[src/rtl/cpu_sys_pkg.sv]
/*
  constants, field positions, operation codes and helper functions shared by the
  system register group, its stack sequencer, clock prescaler and address extension.
  assumes a single 50 MHz clock and a synchronous active-high reset in every user.
*/
// Behaviour
// - page pointer holds page number in bits 7:2
// - page pointer bits 1:0 always read zero
// - page pointer kept until software writes again
// - mode register resets to e0h
// - mode bit 7 selects internal system stack
// - mode bit 6 selects internal user stack
// - mode bit 5 halves the oscillator clock
// - mode bits 4:2 hold clock prescale setting
// - mode bit 1 enables bus request pin
// - mode bit 0 floats external bus lines
// - float leaves general i/o lines untouched
// - push predecrements, pop postincrements, words by two
// - pop leaves vacated stack bytes unchanged
// - interrupt pushes pc, flags, optionally code segment
// - call pushes pc; segment call adds segment
// - returns pop what their counterpart pushed
// - internal stack uses pointer low byte only
// - address space is 4 mbyte, 64 segments
// - four data page, three segment registers, page 21
// - top two virtual bits pick data page register
// - code segment forms six top program bits

package cpu_sys_pkg;

  // register file addresses
  localparam logic [7:0] ADDR_PAGE_POINTER = 8'hea;
  localparam logic [7:0] ADDR_MODE_CONTROL = 8'heb;
  localparam logic [7:0] ADDR_USER_SP_HIGH = 8'hec;
  localparam logic [7:0] ADDR_USER_SP_LOW = 8'hed;
  localparam logic [7:0] ADDR_SYS_SP_HIGH = 8'hee;
  localparam logic [7:0] ADDR_SYS_SP_LOW = 8'hef;
  localparam logic [7:0] ADDR_DATA_PAGE_0 = 8'hf0;
  localparam logic [7:0] ADDR_CODE_SEGMENT = 8'hf4;
  localparam logic [7:0] ADDR_INT_SEGMENT = 8'hf8;
  localparam logic [7:0] ADDR_DMA_SEGMENT = 8'hfc;
  localparam logic [5:0] MMU_PAGE = 6'h15;

  // field layout and reset values
  localparam logic [7:0] MODE_RESET = 8'he0;
  localparam logic [5:0] PAGE_RESET = 6'h00;
  localparam logic [5:0] SEG_RESET = 6'h00;
  localparam logic [7:0] DPR_RESET = 8'h00;
  localparam logic [15:0] SP_RESET = 16'h0000;
  localparam int MODE_SYS_STACK_BIT = 7;
  localparam int MODE_USER_STACK_BIT = 6;
  localparam int MODE_HALVE_BIT = 5;
  localparam int MODE_PRS_HI = 4;
  localparam int MODE_PRS_LO = 2;
  localparam int MODE_BRQ_BIT = 1;
  localparam int MODE_FLOAT_BIT = 0;
  localparam int PAGE_HI = 7;
  localparam int PAGE_LO = 2;
  localparam int SEG_BITS = 6;
  localparam int DPR_BITS = 8;
  localparam int VIRT_BITS = 16;
  localparam int PHYS_BITS = 22;
  localparam int PAGE_OFS_BITS = 14;
  localparam int FLOAT_LINES = 32;
  localparam int PRS_BITS = 3;

  // stack operations
  localparam int OP_BITS = 4;
  localparam logic [3:0] OP_NONE = 4'h0;
  localparam logic [3:0] OP_PUSH_BYTE = 4'h1;
  localparam logic [3:0] OP_PUSH_WORD = 4'h2;
  localparam logic [3:0] OP_POP_BYTE = 4'h3;
  localparam logic [3:0] OP_POP_WORD = 4'h4;
  localparam logic [3:0] OP_INTR = 4'h5;
  localparam logic [3:0] OP_CALL = 4'h6;
  localparam logic [3:0] OP_CALL_SEG = 4'h7;
  localparam logic [3:0] OP_RET = 4'h8;
  localparam logic [3:0] OP_RET_SEG = 4'h9;
  localparam logic [3:0] OP_IRET = 4'ha;

  // address extension access kinds
  localparam logic [1:0] ACC_DATA = 2'h0;
  localparam logic [1:0] ACC_PROG = 2'h1;
  localparam logic [1:0] ACC_INTR = 2'h2;
  localparam logic [1:0] ACC_DMA = 2'h3;

  typedef enum logic [4:0] {
    ST_IDLE = 5'b00001,
    ST_PUSH = 5'b00010,
    ST_POP = 5'b00100,
    ST_CAP = 5'b01000,
    ST_DONE = 5'b10000
  } stack_state_type;

  // step a stack pointer; an internal stack moves only its low byte
  function automatic logic [15:0] step_ptr(input logic [15:0] sp, input logic internal,
                                           input logic down);
    logic [7:0] lo;
    lo = down ? sp[7:0] - 8'h01 : sp[7:0] + 8'h01;
    if (internal) begin
      step_ptr = {sp[15:8], lo};
    end else begin
      step_ptr = down ? sp - 16'h0001 : sp + 16'h0001;
    end
  endfunction : step_ptr

  // byte address driven to the stack memory
  function automatic logic [15:0] stack_addr(input logic [15:0] sp, input logic internal);
    stack_addr = internal ? {8'h00, sp[7:0]} : sp;
  endfunction : stack_addr

endpackage : cpu_sys_pkg

[src/rtl/prescale_divider.sv]
/*
  internal cpu clock enable generator: optional halving of the oscillator rate,
  then division by the prescale field plus one.
  assumes the oscillator input is clk_in itself; the output is a one-cycle enable.
*/
`timescale 1ns/1ps
`default_nettype none

module prescale_divider (
  input wire logic clk_in,
  input wire logic rst_in,
  input wire logic osc_halve_enable_in,
  input wire logic [cpu_sys_pkg::PRS_BITS-1:0] clock_prescale_field_in,
  output logic internal_cpu_clock_en_out
);
  import cpu_sys_pkg::*;

  logic half_r;
  logic half_nxt;
  logic [PRS_BITS-1:0] cnt_r;
  logic [PRS_BITS-1:0] cnt_nxt;
  logic en_nxt;
  logic base_en;

  // halve stage then a counter that wraps at the field value
  always_comb begin
    half_nxt = ~half_r;
    base_en = osc_halve_enable_in ? half_r : 1'b1;
    cnt_nxt = cnt_r;
    en_nxt = 1'b0;
    if (base_en) begin
      if (cnt_r >= clock_prescale_field_in) begin
        cnt_nxt = '0;
        en_nxt = 1'b1;
      end else begin
        cnt_nxt = cnt_r + 1'b1;
      end
    end
  end

  always_ff @(posedge clk_in) begin
    if (rst_in) begin
      half_r <= 1'b0;
      cnt_r <= '0;
      internal_cpu_clock_en_out <= 1'b0;
    end else begin
      half_r <= half_nxt;
      cnt_r <= cnt_nxt;
      internal_cpu_clock_en_out <= en_nxt;
    end
  end

endmodule : prescale_divider

`default_nettype wire

[src/rtl/addr_extend.sv]
/*
  address extension: four data page registers and three segment registers on
  register page 21, and the 16-to-22 bit translation they drive.
  assumes register writes arrive as one-cycle strobes with the selected page.
*/
`timescale 1ns/1ps
`default_nettype none

module addr_extend (
  input wire logic clk_in,
  input wire logic rst_in,
  input wire logic [7:0] reg_addr_in,
  input wire logic reg_wr_in,
  input wire logic [7:0] reg_wdata_in,
  input wire logic [5:0] page_in,
  input wire logic csr_load_in,
  input wire logic [cpu_sys_pkg::SEG_BITS-1:0] csr_load_data_in,
  input wire logic [cpu_sys_pkg::VIRT_BITS-1:0] virt_addr_in,
  input wire logic [1:0] access_kind_in,
  output logic [cpu_sys_pkg::SEG_BITS-1:0] code_segment_out,
  output logic [7:0] rdata_out,
  output logic hit_out,
  output logic [cpu_sys_pkg::PHYS_BITS-1:0] phys_addr_out
);
  import cpu_sys_pkg::*;

  logic [DPR_BITS-1:0] data_page_regs [4];
  logic [SEG_BITS-1:0] int_seg_r;
  logic [SEG_BITS-1:0] dma_seg_r;
  logic mmu_sel;

  assign mmu_sel = (page_in == MMU_PAGE);

  // register read mux, upper segment bits read zero
  always_comb begin
    hit_out = mmu_sel;
    rdata_out = 8'h00;
    if (mmu_sel && reg_addr_in[7:2] == ADDR_DATA_PAGE_0[7:2]) begin
      rdata_out = data_page_regs[reg_addr_in[1:0]];
    end else if (mmu_sel && reg_addr_in == ADDR_CODE_SEGMENT) begin
      rdata_out = {2'b00, code_segment_out};
    end else if (mmu_sel && reg_addr_in == ADDR_INT_SEGMENT) begin
      rdata_out = {2'b00, int_seg_r};
    end else if (mmu_sel && reg_addr_in == ADDR_DMA_SEGMENT) begin
      rdata_out = {2'b00, dma_seg_r};
    end else begin
      hit_out = 1'b0;
    end
  end

  // register writes; a restore from the stack wins over software
  always_ff @(posedge clk_in) begin
    if (rst_in) begin
      for (int i = 0; i < 4; i++) begin
        data_page_regs[i] <= DPR_RESET;
      end
      code_segment_out <= SEG_RESET;
      int_seg_r <= SEG_RESET;
      dma_seg_r <= SEG_RESET;
    end else begin
      if (reg_wr_in && mmu_sel && reg_addr_in[7:2] == ADDR_DATA_PAGE_0[7:2]) begin
        data_page_regs[reg_addr_in[1:0]] <= reg_wdata_in;
      end
      if (csr_load_in) begin
        code_segment_out <= csr_load_data_in;
      end else if (reg_wr_in && mmu_sel && reg_addr_in == ADDR_CODE_SEGMENT) begin
        code_segment_out <= reg_wdata_in[SEG_BITS-1:0];
      end
      if (reg_wr_in && mmu_sel && reg_addr_in == ADDR_INT_SEGMENT) begin
        int_seg_r <= reg_wdata_in[SEG_BITS-1:0];
      end
      if (reg_wr_in && mmu_sel && reg_addr_in == ADDR_DMA_SEGMENT) begin
        dma_seg_r <= reg_wdata_in[SEG_BITS-1:0];
      end
    end
  end

  // translation, registered: one cycle from virtual to physical
  always_ff @(posedge clk_in) begin
    if (rst_in) begin
      phys_addr_out <= '0;
    end else begin
      case (access_kind_in)
        ACC_DATA: phys_addr_out <= {data_page_regs[virt_addr_in[15:14]],
                                    virt_addr_in[PAGE_OFS_BITS-1:0]};
        ACC_PROG: phys_addr_out <= {code_segment_out, virt_addr_in};
        ACC_INTR: phys_addr_out <= {int_seg_r, virt_addr_in};
        ACC_DMA: phys_addr_out <= {dma_seg_r, virt_addr_in};
        default: phys_addr_out <= '0;
      endcase
    end
  end

endmodule : addr_extend

`default_nettype wire

[src/rtl/cpu_system_mode_stack_regs.sv]
/*
  system register group: page pointer, mode register, user and system stack
  pointers, the stack push/pop sequencer, bus float and bus request gating.
  assumes a byte-wide register port, a byte-wide stack memory read combinationally
  while mem_re_out is high, and instructions issued as one-cycle operation codes.
*/
`timescale 1ns/1ps
`default_nettype none

module cpu_system_mode_stack_regs (
  input wire logic clk_in,
  input wire logic rst_in,
  input wire logic [7:0] reg_addr_in,
  input wire logic reg_wr_in,
  input wire logic reg_rd_in,
  input wire logic [7:0] reg_wdata_in,
  output logic [7:0] reg_rdata_out,
  input wire logic set_page_in,
  input wire logic [5:0] page_in,
  output logic [5:0] page_select_out,
  input wire logic [cpu_sys_pkg::OP_BITS-1:0] stack_op_in,
  input wire logic stack_user_in,
  input wire logic [15:0] push_data_in,
  input wire logic [15:0] pc_in,
  input wire logic [7:0] flags_in,
  input wire logic segment_push_enable_in,
  input wire logic [7:0] mem_rdata_in,
  output logic [15:0] mem_addr_out,
  output logic [7:0] mem_wdata_out,
  output logic mem_we_out,
  output logic mem_re_out,
  output logic stack_internal_out,
  output logic stack_busy_out,
  output logic stack_done_out,
  output logic [31:0] pop_data_out,
  output logic system_stack_internal_sel_out,
  output logic user_stack_internal_sel_out,
  output logic osc_halve_enable_out,
  output logic [cpu_sys_pkg::PRS_BITS-1:0] clock_prescale_field_out,
  output logic bus_request_enable_out,
  output logic bus_float_enable_out,
  input wire logic bus_request_pin_in,
  output logic bus_request_out,
  input wire logic [cpu_sys_pkg::FLOAT_LINES-1:0] ext_mem_line_mask_in,
  output logic [cpu_sys_pkg::FLOAT_LINES-1:0] ext_line_float_out,
  output logic strobe_float_out,
  output logic internal_cpu_clock_en_out,
  input wire logic [cpu_sys_pkg::VIRT_BITS-1:0] virt_addr_in,
  input wire logic [1:0] access_kind_in,
  output logic [cpu_sys_pkg::PHYS_BITS-1:0] phys_addr_out
);
  import cpu_sys_pkg::*;

  // register group state
  logic [5:0] page_r;
  logic [5:0] page_nxt;
  logic [7:0] mode_r;
  logic [7:0] mode_nxt;
  logic [15:0] usp_r;
  logic [15:0] usp_nxt;
  logic [15:0] ssp_r;
  logic [15:0] ssp_nxt;
  logic [7:0] rdata_r;
  logic [7:0] rdata_nxt;

  // stack sequencer state
  stack_state_type state_r;
  stack_state_type state_nxt;
  logic user_r;
  logic user_nxt;
  logic [2:0] cnt_r;
  logic [2:0] cnt_nxt;
  logic [31:0] push_q_r;
  logic [31:0] push_q_nxt;
  logic [31:0] pop_q_r;
  logic [31:0] pop_q_nxt;
  logic restore_r;
  logic restore_nxt;
  logic [15:0] maddr_r;
  logic [15:0] maddr_nxt;
  logic [7:0] mwdata_r;
  logic [7:0] mwdata_nxt;
  logic mwe_r;
  logic mwe_nxt;
  logic mre_r;
  logic mre_nxt;
  logic done_r;
  logic done_nxt;
  logic [31:0] pop_data_r;
  logic [31:0] pop_data_nxt;

  // pin-side registered outputs
  logic brq_r;
  logic [FLOAT_LINES-1:0] float_r;
  logic strobe_float_r;
  logic internal_r;
  logic busy_r;

  // shared combinational terms
  logic [15:0] cur_sp;
  logic [15:0] new_sp;
  logic cur_internal;
  logic csr_load;
  logic [SEG_BITS-1:0] code_segment;
  logic [7:0] mmu_rdata;
  logic mmu_hit;
  logic sw_write;

  assign cur_sp = user_r ? usp_r : ssp_r;
  assign cur_internal = user_r ? mode_r[MODE_USER_STACK_BIT]
                               : mode_r[MODE_SYS_STACK_BIT];
  assign sw_write = reg_wr_in && (state_r == ST_IDLE);

  // software register access, page pointer and register readback
  always_comb begin
    page_nxt = page_r;
    mode_nxt = mode_r;
    rdata_nxt = rdata_r;
    if (set_page_in) begin
      page_nxt = page_in;
    end else if (reg_wr_in && reg_addr_in == ADDR_PAGE_POINTER) begin
      page_nxt = reg_wdata_in[PAGE_HI:PAGE_LO];
    end
    if (reg_wr_in && reg_addr_in == ADDR_MODE_CONTROL) begin
      mode_nxt = reg_wdata_in;
    end
    if (reg_rd_in) begin
      case (reg_addr_in)
        ADDR_PAGE_POINTER: rdata_nxt = {page_r, 2'b00};
        ADDR_MODE_CONTROL: rdata_nxt = mode_r;
        ADDR_USER_SP_HIGH: rdata_nxt = usp_r[15:8];
        ADDR_USER_SP_LOW: rdata_nxt = usp_r[7:0];
        ADDR_SYS_SP_HIGH: rdata_nxt = ssp_r[15:8];
        ADDR_SYS_SP_LOW: rdata_nxt = ssp_r[7:0];
        default: rdata_nxt = mmu_hit ? mmu_rdata : 8'h00;
      endcase
    end
  end

  always_ff @(posedge clk_in) begin
    if (rst_in) begin
      page_r <= PAGE_RESET;
      mode_r <= MODE_RESET;
      rdata_r <= 8'h00;
    end else begin
      page_r <= page_nxt;
      mode_r <= mode_nxt;
      rdata_r <= rdata_nxt;
    end
  end

  // stack sequencer: loads a byte queue, then writes one byte a cycle or reads one byte every two cycles
  always_comb begin
    state_nxt = state_r;
    user_nxt = user_r;
    cnt_nxt = cnt_r;
    push_q_nxt = push_q_r;
    pop_q_nxt = pop_q_r;
    restore_nxt = restore_r;
    maddr_nxt = maddr_r;
    mwdata_nxt = mwdata_r;
    mwe_nxt = 1'b0;
    mre_nxt = 1'b0;
    done_nxt = 1'b0;
    pop_data_nxt = pop_data_r;
    usp_nxt = usp_r;
    ssp_nxt = ssp_r;
    csr_load = 1'b0;
    new_sp = cur_sp;
    if (sw_write) begin
      case (reg_addr_in)
        ADDR_USER_SP_HIGH: usp_nxt[15:8] = reg_wdata_in;
        ADDR_USER_SP_LOW: usp_nxt[7:0] = reg_wdata_in;
        ADDR_SYS_SP_HIGH: ssp_nxt[15:8] = reg_wdata_in;
        ADDR_SYS_SP_LOW: ssp_nxt[7:0] = reg_wdata_in;
        default: ;
      endcase
    end
    case (state_r)
      ST_IDLE: begin
        user_nxt = 1'b0;
        restore_nxt = 1'b0;
        pop_q_nxt = 32'h0000_0000;
        push_q_nxt = 32'h0000_0000;
        cnt_nxt = 3'd0;
        state_nxt = ST_IDLE;
        case (stack_op_in)
          OP_PUSH_BYTE: begin
            user_nxt = stack_user_in;
            push_q_nxt = {24'h00_0000, push_data_in[7:0]};
            cnt_nxt = 3'd1;
            state_nxt = ST_PUSH;
          end
          OP_PUSH_WORD: begin
            user_nxt = stack_user_in;
            push_q_nxt = {16'h0000, push_data_in};
            cnt_nxt = 3'd2;
            state_nxt = ST_PUSH;
          end
          OP_POP_BYTE: begin
            user_nxt = stack_user_in;
            cnt_nxt = 3'd1;
            state_nxt = ST_POP;
          end
          OP_POP_WORD: begin
            user_nxt = stack_user_in;
            cnt_nxt = 3'd2;
            state_nxt = ST_POP;
          end
          OP_INTR: begin
            if (segment_push_enable_in) begin
              push_q_nxt = {flags_in, pc_in, 2'b00, code_segment};
              cnt_nxt = 3'd4;
            end else begin
              push_q_nxt = {8'h00, flags_in, pc_in};
              cnt_nxt = 3'd3;
            end
            state_nxt = ST_PUSH;
          end
          OP_CALL: begin
            push_q_nxt = {16'h0000, pc_in};
            cnt_nxt = 3'd2;
            state_nxt = ST_PUSH;
          end
          OP_CALL_SEG: begin
            push_q_nxt = {8'h00, pc_in, 2'b00, code_segment};
            cnt_nxt = 3'd3;
            state_nxt = ST_PUSH;
          end
          OP_RET: begin
            cnt_nxt = 3'd2;
            state_nxt = ST_POP;
          end
          OP_RET_SEG: begin
            cnt_nxt = 3'd3;
            restore_nxt = 1'b1;
            state_nxt = ST_POP;
          end
          OP_IRET: begin
            cnt_nxt = segment_push_enable_in ? 3'd4 : 3'd3;
            restore_nxt = segment_push_enable_in;
            state_nxt = ST_POP;
          end
          default: state_nxt = ST_IDLE;
        endcase
      end
      ST_PUSH: begin
        new_sp = step_ptr(cur_sp, cur_internal, 1'b1);
        maddr_nxt = stack_addr(new_sp, cur_internal);
        mwdata_nxt = push_q_r[7:0];
        mwe_nxt = 1'b1;
        push_q_nxt = {8'h00, push_q_r[31:8]};
        cnt_nxt = cnt_r - 3'd1;
        if (cnt_r == 3'd1) begin
          state_nxt = ST_DONE;
        end
      end
      ST_POP: begin
        maddr_nxt = stack_addr(cur_sp, cur_internal);
        mre_nxt = 1'b1;
        new_sp = step_ptr(cur_sp, cur_internal, 1'b0);
        state_nxt = ST_CAP;
      end
      ST_CAP: begin
        pop_q_nxt = {pop_q_r[23:0], mem_rdata_in};
        cnt_nxt = cnt_r - 3'd1;
        if (cnt_r == 3'd1) begin
          csr_load = restore_r;
          state_nxt = ST_DONE;
        end else begin
          state_nxt = ST_POP;
        end
      end
      ST_DONE: begin
        done_nxt = 1'b1;
        pop_data_nxt = pop_q_r;
        state_nxt = ST_IDLE;
      end
      default: state_nxt = ST_IDLE;
    endcase
    // engine pointer update; no software stack pointer write lands outside idle
    if (state_r == ST_PUSH || state_r == ST_POP) begin
      if (user_r) begin
        usp_nxt = new_sp;
      end else begin
        ssp_nxt = new_sp;
      end
    end
  end

  always_ff @(posedge clk_in) begin
    if (rst_in) begin
      state_r <= ST_IDLE;
      user_r <= 1'b0;
      cnt_r <= 3'd0;
      push_q_r <= 32'h0000_0000;
      pop_q_r <= 32'h0000_0000;
      restore_r <= 1'b0;
      maddr_r <= 16'h0000;
      mwdata_r <= 8'h00;
      mwe_r <= 1'b0;
      mre_r <= 1'b0;
      done_r <= 1'b0;
      pop_data_r <= 32'h0000_0000;
      usp_r <= SP_RESET;
      ssp_r <= SP_RESET;
    end else begin
      state_r <= state_nxt;
      user_r <= user_nxt;
      cnt_r <= cnt_nxt;
      push_q_r <= push_q_nxt;
      pop_q_r <= pop_q_nxt;
      restore_r <= restore_nxt;
      maddr_r <= maddr_nxt;
      mwdata_r <= mwdata_nxt;
      mwe_r <= mwe_nxt;
      mre_r <= mre_nxt;
      done_r <= done_nxt;
      pop_data_r <= pop_data_nxt;
      usp_r <= usp_nxt;
      ssp_r <= ssp_nxt;
    end
  end

  // bus request gating and external bus float, general i/o lines masked out
  always_ff @(posedge clk_in) begin
    if (rst_in) begin
      brq_r <= 1'b0;
      float_r <= '0;
      strobe_float_r <= 1'b0;
      internal_r <= 1'b0;
      busy_r <= 1'b0;
    end else begin
      brq_r <= bus_request_pin_in & mode_r[MODE_BRQ_BIT];
      float_r <= ext_mem_line_mask_in & {FLOAT_LINES{mode_r[MODE_FLOAT_BIT]}};
      strobe_float_r <= mode_r[MODE_FLOAT_BIT];
      internal_r <= cur_internal;
      busy_r <= state_nxt != ST_IDLE;
    end
  end

  prescale_divider u_prescale (
    .clk_in(clk_in),
    .rst_in(rst_in),
    .osc_halve_enable_in(mode_r[MODE_HALVE_BIT]),
    .clock_prescale_field_in(mode_r[MODE_PRS_HI:MODE_PRS_LO]),
    .internal_cpu_clock_en_out(internal_cpu_clock_en_out)
  );

  addr_extend u_addr_extend (
    .clk_in(clk_in),
    .rst_in(rst_in),
    .reg_addr_in(reg_addr_in),
    .reg_wr_in(reg_wr_in),
    .reg_wdata_in(reg_wdata_in),
    .page_in(page_r),
    .csr_load_in(csr_load),
    .csr_load_data_in(mem_rdata_in[SEG_BITS-1:0]),
    .virt_addr_in(virt_addr_in),
    .access_kind_in(access_kind_in),
    .code_segment_out(code_segment),
    .rdata_out(mmu_rdata),
    .hit_out(mmu_hit),
    .phys_addr_out(phys_addr_out)
  );

  // outputs straight from flip-flops
  assign reg_rdata_out = rdata_r;
  assign page_select_out = page_r;
  assign mem_addr_out = maddr_r;
  assign mem_wdata_out = mwdata_r;
  assign mem_we_out = mwe_r;
  assign mem_re_out = mre_r;
  assign stack_internal_out = internal_r;
  assign stack_busy_out = busy_r;
  assign stack_done_out = done_r;
  assign pop_data_out = pop_data_r;
  assign system_stack_internal_sel_out = mode_r[MODE_SYS_STACK_BIT];
  assign user_stack_internal_sel_out = mode_r[MODE_USER_STACK_BIT];
  assign osc_halve_enable_out = mode_r[MODE_HALVE_BIT];
  assign clock_prescale_field_out = mode_r[MODE_PRS_HI:MODE_PRS_LO];
  assign bus_request_enable_out = mode_r[MODE_BRQ_BIT];
  assign bus_float_enable_out = mode_r[MODE_FLOAT_BIT];
  assign bus_request_out = brq_r;
  assign ext_line_float_out = float_r;
  assign strobe_float_out = strobe_float_r;

endmodule : cpu_system_mode_stack_regs

`default_nettype wire

[config.mk]
export PLATFORM = sky130hd
export DESIGN_NAME = cpu_system_mode_stack_regs
export DESIGN_NICKNAME = d
export VERILOG_FILES = /design/src/rtl/cpu_sys_pkg.sv /design/src/rtl/prescale_divider.sv /design/src/rtl/addr_extend.sv /design/src/rtl/cpu_system_mode_stack_regs.sv
export SDC_FILE = /design/constraint.sdc
export NUM_CORES = 1
export LEC_CHECK = 0
export ABC_CLOCK_PERIOD_IN_PS = 3800
export BUFFER_PORTS_ARGS = -buffer_cell sky130_fd_sc_hd__buf_2
export CAP_MARGIN = 0
export CORE_MARGIN = 1
export CORE_UTILIZATION = 40
export CTS_CLUSTER_DIAMETER = 100
export CTS_CLUSTER_SIZE = 24
export DETAILED_ROUTE_END_ITERATION = 6
export SLEW_MARGIN = 20
export SYNTH_ARGS = -nofsm -noshare
export SYNTH_HDL_FRONTEND = slang
export SYNTH_SLANG_ARGS = --single-unit
[constraint.sdc]
create_clock -name clk_in -period 3.8 [get_ports clk_in]
set_input_delay 0.19 -clock clk_in [delete_from_list [all_inputs] [get_ports clk_in]]
set_output_delay 0.19 -clock clk_in [all_outputs]
set_load 0.05 [all_outputs]
* After elaboration in Yosys (flattened, before gate mapping) *
Memory sizes are Yosys's and may differ from the RTL's.
Index checks and enable logic that the tools add are counted.

storage, ports and cells
  bits in registers = 268
  bits in writable memories = 32
  bits of input ports = 132
  output and inout port bits = 140
  logic and storage cells = 164
  memories = 1

cells by class
  $add $sub $neg = 6
  magnitude comparators = 1
  equality and inequality tests = 31
  muxes and demuxes = 62
  bitwise operators = 4
  reduce and logical (&&, ||, !) cells = 30

memory list
  memory                        depth  bits a word  read ports  clocked after memory_dff  write ports  RTL line           text
  u_addr_extend.data_page_regs  4      8            2           0                         4            addr_extend.sv:27  logic [DPR_BITS-1:0] data_page_regs [4];

operator list
  kind                                                  count
  two-way mux 16 bit                                    11
  case mux 32 bit (5 select lines)                      1
  case mux 32 bit (2 select lines)                      2
  case mux 22 bit (4 select lines)                      1
  equality test 8 bit (second input constant)           9
  two-way mux 8 bit                                     9
  case mux 16 bit (2 select lines)                      2
  case mux 8 bit (6 select lines)                       1
  bitwise AND 32 bit                                    1
  two-way mux 32 bit                                    1
  two-way mux 6 bit                                     5
  case mux 5 bit (4 select lines)                       1
  two-way mux 1 bit                                     19
  adder 16 x 1 -> 16 bit (second input constant)        1
  equality test 4 x 3 -> 1 bit (second input constant)  4
  subtractor 16 x 1 -> 16 bit (second input constant)   1
  equality test 4 bit (second input constant)           3
  logical AND 1 bit                                     12
  case mux 3 bit (2 select lines)                       2
  case mux 3 bit (4 select lines)                       1
  nonzero test 2 bit                                    6
  two-way mux 5 bit                                     2
  OR reduction 2 bit                                    5
  OR reduction 5 bit                                    2
  other kinds (27)                                      32

* Longest topological paths before layout *
Gate-level depths: netlist of run 1.

  depth in word-level cells = 8
  depth in mapped cells = 13
  mapped depth without buffers = 9

* Hierarchy *
Synthesis of run 1 repeated with hierarchy kept, for this count alone.

second synthesis, totals
  cells, all modules = 1460
  area, all modules = 13872.1 um^2

by module, submodules not included
  module                      instances  cells each  area an instance (um^2)  sequential area each (um^2)
  cpu_system_mode_stack_regs  1          1134        10065.9                  4464.3
  addr_extend                 1          296         3543.4                   1761.7
  prescale_divider            1          30          262.8                    100.1

* Least setup slack after synthesis of run 1 *
Ideal clock, no wire load.

  path kind = reg2reg
  start point = register user_r
  end point = register usp_r[14]
  setup time = 0.125 ns
  arrival = 2.998 ns
  required time = 3.675 ns
  setup slack = 0.677 ns
  stages on the path, launching flop included = 13
  path buffers = 4
  period minus slack after synthesis = 3.123 ns
  path through = dfxtp_1 -> buf_6 -> buf_2 -> buf_2 -> buf_2 -> mux2i_1 -> ha_1 -> nor4bb_1 -> o21ai_1 -> nor3b_2 -> nand3_1 -> and3_1 -> o41a_1

between the ends
  longest elaborated chain between the ends = 6
  elaborated cells between the ends (all ways) = 9
  classes of those cells = add/sub: 2; mux: 7

RTL lines
  item                                                                          RTL line                           text
  start: declaration                                                            cpu_system_mode_stack_regs.sv:69   logic user_r;
  start signal: assignment                                                      cpu_system_mode_stack_regs.sv:309  user_r <= user_nxt;
  two-way mux 16 bit                                                            cpu_system_mode_stack_regs.sv:109  assign cur_sp = user_r ? usp_r : ssp_r;
  adder 16 x 1 -> 16 bit / subtractor 16 x 1 -> 16 bit (equally long branches)  --
  two-way mux 16 bit                                                            cpu_sys_pkg.sv:100                 if (internal) begin
  case mux 16 bit (2 select lines)                                              cpu_system_mode_stack_regs.sv:179  case (state_r)
  two-way mux 16 bit *                                                          cpu_system_mode_stack_regs.sv:283  if (user_r) begin
  two-way mux 16 bit *                                                          cpu_system_mode_stack_regs.sv:282  if (state_r == ST_PUSH || state_r == ST_POP) begin
  end signal: assignment                                                        cpu_system_mode_stack_regs.sv:320  usp_r <= usp_nxt;
  end: declaration                                                              cpu_system_mode_stack_regs.sv:59   logic [15:0] usp_r;

Mark *: on every way between the ends. The rest lies on a longest branch, timed or not.
A chain may end at the register's enable or synchronous reset.

* Worst setup path after layout of run 1 *
  start point = register user_r
  end point = register ssp_r[14]

between the ends
  longest elaborated chain between the ends = 6
  elaborated cells between the ends (all ways) = 9
  classes of those cells = add/sub: 2; mux: 7

RTL lines
  item                                                                          RTL line                           text
  two-way mux 16 bit                                                            cpu_system_mode_stack_regs.sv:109
  adder 16 x 1 -> 16 bit / subtractor 16 x 1 -> 16 bit (equally long branches)  --
  two-way mux 16 bit                                                            cpu_sys_pkg.sv:100
  case mux 16 bit (2 select lines)                                              cpu_system_mode_stack_regs.sv:179
  two-way mux 16 bit *                                                          cpu_system_mode_stack_regs.sv:283
  two-way mux 16 bit *                                                          cpu_system_mode_stack_regs.sv:282
  end signal: assignment                                                        cpu_system_mode_stack_regs.sv:321  ssp_r <= ssp_nxt;
  end: declaration                                                              cpu_system_mode_stack_regs.sv:61   logic [15:0] ssp_r;

Marked as above.

==> results of run 1 <==
-- how the worst max path moves through the flow --
stage	slack, ns	from	endpoint
floorplan	0.68	user_r	usp_r[14]
global placement	0.72	user_r	ssp_r[14]
detailed placement	0.67	user_r	ssp_r[14]
CTS	0.66	user_r	ssp_r[14]
global route	0.48	user_r	ssp_r[14]
finish	0.64	user_r	ssp_r[14]
-- through the flow --
| stage | worst slack, ns | hold slack [ns] |
|---|---|---|
| 2_1_floorplan | 0.677 | 0.312 |
| 3_3_place_gp | 0.725 | 0.388 |
| 3_5_place_dp | 0.669 | 0.390 |
| 4_1_cts | 0.661 | 0.0415 |
| 5_1_grt | 0.483 | 0.0783 |
| 6_report | 0.645 | 0.0611 |
-- flip-flops by register name, indices dropped and copies added, names as in the netlist, 16 cells and up --
signal                        flops
ext_line_float_out               32
mem_addr_out                     16
pop_data_out                     32
pop_q_r                          32
push_q_r                         32
ssp_r                            16
u_addr_extend.data_page_regs     32
u_addr_extend.phys_addr_out      22
usp_r                            16
-- logic make-up (layout without fill, tap and decap cells) --
family                     Yosys count  count (layout)  synth area share, %
and+or+nand+nor                    583             583                 21.1
AOI/OAI and AO/OA                  348             348                 17.5
DFF                                300             300                 45.1
buffers and inverters              140             405                 4.20
muxes                              108             108                 9.75
xor gates and xnor gates            27              27                 1.68
adders and majority gates            8               8                0.713
other                                0               3                    0
-- cell usage after synthesis, drive strengths merged (17+ instances only) --
cell	n	area (µm²)
xnor2	17	149
mux4	20	450
and2	47	294
edfxtp	32	961
a222oi	24	240
clkbuf	93	350
and3	33	206
buf	32	183
nand2b	29	181
nor2b	29	181
mux2	27	304
dfxtp	268	5370
nor3	35	175
a21oi	102	514
nor2	162	608
mux2i	61	614
a22oi	77	578
o21ai	19	95.1
nand3	18	103
a211oi	24	180
nand2	153	574
nor4	24	205
-- power breakdown --
group / total [mW] / internal, mW / switching (mW)
Clock: 1.94 / 0.840 / 1.10
Sequential: 3.32 / 3.26 / 0.0570
Combinational: 0.935 / 0.342 / 0.594
-- timing repair --
item | in CTS | in global routing
resized for setup | 0 | 0
hold buffers | 70 | 0
endpoints found under the hold margin | 76 | 0
-- layout make-up --
| class | count | share of cell area [%] |
|---|---|---|
| Antenna cell | 3 | 0.0445 |
| Clock buffer | 19 | 2.57 |
| Clock inverter | 4 | 0.252 |
| Inverter | 15 | 0.334 |
| Multi-Input combinational cell | 1074 | 42.5 |
| Sequential cell | 300 | 37.5 |
| Tap cell | 455 | 3.37 |
| Timing Repair Buffer | 367 | 13.5 |
-- routing by layer --
| layer | vias up | track usage [%] | wire length (µm) | share of wire [%] |
|---|---|---|---|---|
| met5 | - | 0 | 0 | 0 |
| met1 | 6053 | 33.2 | 19900 | 45 |
| li1 | 6014 | - | - | - |
| met3 | 60 | 3.54 | 2870 | 6.5 |
| met4 | 0 | 5.89 | 1000 | 2.3 |
| met2 | 483 | 40.3 | 20700 | 47 |
-- worst max-delay path, stage by stage, from the launching register on --
cell and delay [ns]:
dfxtp_2 0.53, mux2_2 0.47, inv_1 0.08, ha_1 0.24, nor4bb_1 0.38, o21ai_1 0.26
nor3b_2 0.30, nand3_1 0.13, and3_1 0.25, o41a_1 0.41
==> impl_metrics.toml, run 1 <==
[setup_path]
cp.required_ns = 4.20
cp-start-kind = "flop"
r2r_start = "user_r"
crit_type = "reg -> reg"
r2r_cells = 9
worst_r2r_endpoint = "ssp_r[14]"
ff2ff_setup_slack_ns = 0.64
crit_arrival_ns = 3.55
end_kind = "flop"
path_max_fanout = 21

[final_layout]
fin_util_pct = 48.8
layout.nets = 1915
ff_latch_area_mm2 = 0.00633
multi_input_area_mm2 = 0.00716
num-fill-cells = 3410
mostFrequentLayoutCell = "buf_2"
drive_gt1_share_pct = 22.4
final_cells = 2237
post-route-cell-area_mm2 = 0.0169
syn_to_final_growth_pct = 20.1
final_cell_mix = "270 x buf_2, 267 x dfxtp_1, 160 x nor2_1"

[sta]
slew_viol_final = 0
tightestPinTransition_ns = 1.05
rsz0062_at_grt = "false"
hold_viol_final = 0
setup_tns_ns = 0
setup_viol = 0
relSlewSlack_pct = 29.3
fmax_mhz = 317
finalClockSkew_ns = 0.0203
fin_crit_ns = 3.16
period_share_pct = 83.0

[placement]
place_area_mm2 = 0.0157
dpl.hpwl_um = 30800
place_congestion = 0.883
io_buffer_count = 271
placed_cells = 2141

[clock_tree]
clock-sinks = 300
clk_pin_slew_ns = 0.09
numCtsBuffers = 17
cts_htree_levels = 1
cts_setup_buffers = 0
cts_tree = "done"
clock_path_buffers = 3
clock_latency_ns = 0.51
cts-root-buf = "clkbuf_16"

[floorplanning]
start_util_pct = 40.7
core_mm2 = 0.0345
core.rowCount = 68
dieArea_mm2 = 0.0359
io_pins = 272
die_h_um = 189
fp.dieW_um = 189

[drt]
vias = 12610
drcViolationCount = 0
drt_iter0_markers = 977
viasPerCell = 5.64
wl_per_cell_um = 19.9
drtPass1Iterations = 6
ant_nets = 0
routed_wl_um = 44500

[outcome]
status = "finished clean"

[global_route]
grt_max_degree = 103
grt_pass1_wl_um = 69200
track_usage_pct = 24.3
grt_pass1_vias = 12105
antenna_found_initial = 3
overflow = 0

[run]
maxCapViolCount = 0

[logic_synthesis]
async_reset_ff_share_pct = 0
yosysWarnings = 0
synthCells = 1514
ys.flop_type = "dfxtp_1"
synth_area_mm2 = 0.0140
ys_seq_area_share_pct = 45.1
synth_seq_cells = 300
synth_edf_count = 32
syn_area_per_cell_um2 = 9.27
synthesis.nets = 1654
yosysUniqueCellTypes = 82

[hold_path]
hold_depth = 3
hold_class = "in -> reg"
hold_end = "push_q_r[23]"
hold_start = "pc_in[15]"

[power]
total_power_mw = 6.19
p_leak_nw = 6.53
powerDensity_mw_per_mm2 = 367
worst_ir_drop_vdd_uv = 339
Note: power is estimated with default switching activity, not from simulation.
==> inputs of run 2 (changes only) <==
ABC_AREA = 1   (was not set)
ABC_CLOCK_PERIOD_IN_PS = 2600   (was 3800)
clock period = 2.6 ns   (was 3.8 ns; I/O delays follow)
==> run 2 against run 1 <==
Clock power is 48% higher. Non-clock buffer count up 20. Via count rose by 13%. Wire length increased by 7.5%. Die area is 0.85% higher. Cell area up 2.3%. Hold slack got worse by 0.037 ns. Global-route usage up 1.2 points.
==> impl_metrics.toml, run 2 <==
[setup_path]
slowest_delay_ns = 0.64
crit_arrival_ns = 2.72
cp_common_cell = "nand2_1"
crit_buf_inv = 2
path_delay_family = "simple AND/OR/NAND/NOR gates"
cp.required_ns = 3.02
path_cells = "buf_4 -> o21ai_0 -> nor2_1 -> nand2_1 -> nor2_4 -> nand2_2 -> o21ai_1 -> nand3_1 -> nand2_1 -> inv_1"
path_max_fanout = 18
end_kind = "flop"
cp-start-kind = "flop"
slowest_stage = "dfxtp_2"
crit_type = "reg -> reg"

[clock_tree]
cts_tree = "done"
cts-root-buf = "clkbuf_16"
clk_pin_slew_ns = 0.10
numCtsBuffers = 16
clock_path_buffers = 3
clock-sinks = 300
clock_latency_ns = 0.51
cts_setup_buffers = 0
cts_htree_levels = 1
cts.repair.resized = 0

[sta]
holdWs_ns = 0.0245
relSlewSlack_pct = 47.0
fmax_mhz = 435
rsz0062_at_grt = "false"
setup_tns_ns = 0
slew_viol_final = 0
fin_crit_ns = 2.30
period_share_pct = 88.4
setup_viol = 0
finalClockSkew_ns = 0.0125
hold_viol_final = 0
tightestPinTransition_ns = 0.793

[drt]
wl_per_cell_um = 17.5
ant_nets = 0
vias = 14305
drt_iter0_markers = 1268
drcViolationCount = 0
routed_wl_um = 47800
drtPass1Iterations = 6
viasPerCell = 5.23

[logic_synthesis]
synth_seq_cells = 300
yosysWarnings = 0
synth_most_common_cell = "nand2_1"
async_reset_ff_share_pct = 0
synthesis.nets = 2099
synth_area_mm2 = 0.0142
synth_common_cells = "409 x nand2_1, 268 x dfxtp_1, 246 x inv_1"
ys_seq_area_share_pct = 44.7
yosysUniqueCellTypes = 51
syn_area_per_cell_um2 = 7.23
synthCells = 1959
ys.flop_type = "dfxtp_1"
yosysTopAreaCellShare_pct = 37.9
yosys.area.top_type = "dfxtp_1"
ys_top_cells_by_area = "dfxtp_1 38%, nand2_1 11%, a21oi_1 6.8%"
synth_edf_count = 32

[global_route]
grt_max_degree = 100
grt_pass1_wl_um = 72800
antenna_found_initial = 0
overflow = 0
track_usage_pct = 25.5
grt_pass1_vias = 13282

[power]
powerDensity_mw_per_mm2 = 546
p_leak_nw = 7.48
worst_ir_drop_vdd_uv = 467

[placement]
dpl.hpwl_um = 34600
io_buffer_count = 271
place_congestion = 0.931

[final_layout]
num-fill-cells = 3519
antenna_cells = 0
final_cell_mix = "409 x nand2_1, 270 x buf_2, 267 x dfxtp_1"
syn_to_final_growth_pct = 21.8
drive_gt1_share_pct = 17.7
layout.nets = 2417
mostFrequentLayoutCell = "nand2_1"

[run]
maxCapViolCount = 0

[floorplanning]
fp.dieW_um = 190
die_h_um = 190
core_mm2 = 0.0347
dieArea_mm2 = 0.0362
start_util_pct = 40.8
io_pins = 272
core.rowCount = 68

[hold_path]
hold_class = "in -> reg"

[outcome]
status = "finished clean"
-- run 2: per-layer routing --
layer  vias to the layer above  part of all wire (%)  track usage, %
met5                         -                     0               0
met4                         0                   2.6            7.42
met3                        84                   6.7            3.10
met2                       486                    48            43.4
met1                      6668                    43            33.8
li1                       7067                     -               -
-- run 2: layout make-up --
| type | instances | area [µm²] | share of cell area [%] |
|---|---|---|---|
| clock buffer | 18 | 429 | 2.49 |
| multi-input combinational | 1308 | 6430 | 37.3 |
| timing repair buffer | 387 | 2450 | 14.2 |
| inverter | 264 | 993 | 5.76 |
| clock inverter | 3 | 56.3 | 0.326 |
| sequential | 300 | 6330 | 36.7 |
| tap | 455 | 569 | 3.30 |
-- run 2: cells by family (layout without fill, tap and decap cells) --
group	count (synthesis)	in the layout	share of synthesized area, %
adders and majority gates	8	8	0.707
xor gates and xnor gates	3	3	0.186
and+or+nand+nor	785	785	23.9
AOI/OAI and AO/OA	512	512	20.5
DFF	300	300	44.7
buffers and inverters	351	672	10.0
-- run 2: what timing repair did --
item | in CTS | in global routing
setup endpoints to repair | 0 | 0
hold buffers | 84 | 0
hold endpoints to repair | 82 | 0
-- run 2: where the power goes --
part	total (mW)	internal [mW]	switching, mW	leakage (nW)
clock	2.87	1.34	1.53	0.242
sequential	4.87	4.79	0.0835	2.50
combinational	1.68	0.516	1.17	4.74
-- run 2: worst reg2reg max path: cells and delay by family, from the launching register on --
kind / cells / cell delay [ns]
simple gates: 6 / 0.82
flops: 1 / 0.64
compound gates: 2 / 0.42
buf+inv: 2 / 0.33
-- run 2: through the flow --
step | utilization (%) | worst slack, ns | power [mW] | cell area [µm²] | instances
2_1_floorplan | - | 0.121 | 6.01 | 14200 | 1959
3_3_place_gp | 45.9 | 0.375 | 6.53 | 15900 | 2630
3_5_place_dp | 45.9 | 0.340 | 6.54 | 15900 | 2630
4_1_cts | 49.7 | 0.313 | 9.50 | 17300 | 2735
5_1_grt | 49.7 | 0.0711 | 9.85 | 17300 | 2735
6_report | 49.7 | 0.302 | 9.42 | 17300 | 2735
-- run 2: final timing paths --
check / slack [ns] / depth (start not counted) / from / to
min: 0.02 / 5 / push_data_in[15] / push_q_r[15]
max reg2reg: 0.30 / 10 / user_r / ssp_r[12]
min reg2reg: 0.41 / 1 / u_prescale.half_r / u_prescale.half_r
max: 0.30 / 10 / user_r / ssp_r[12]
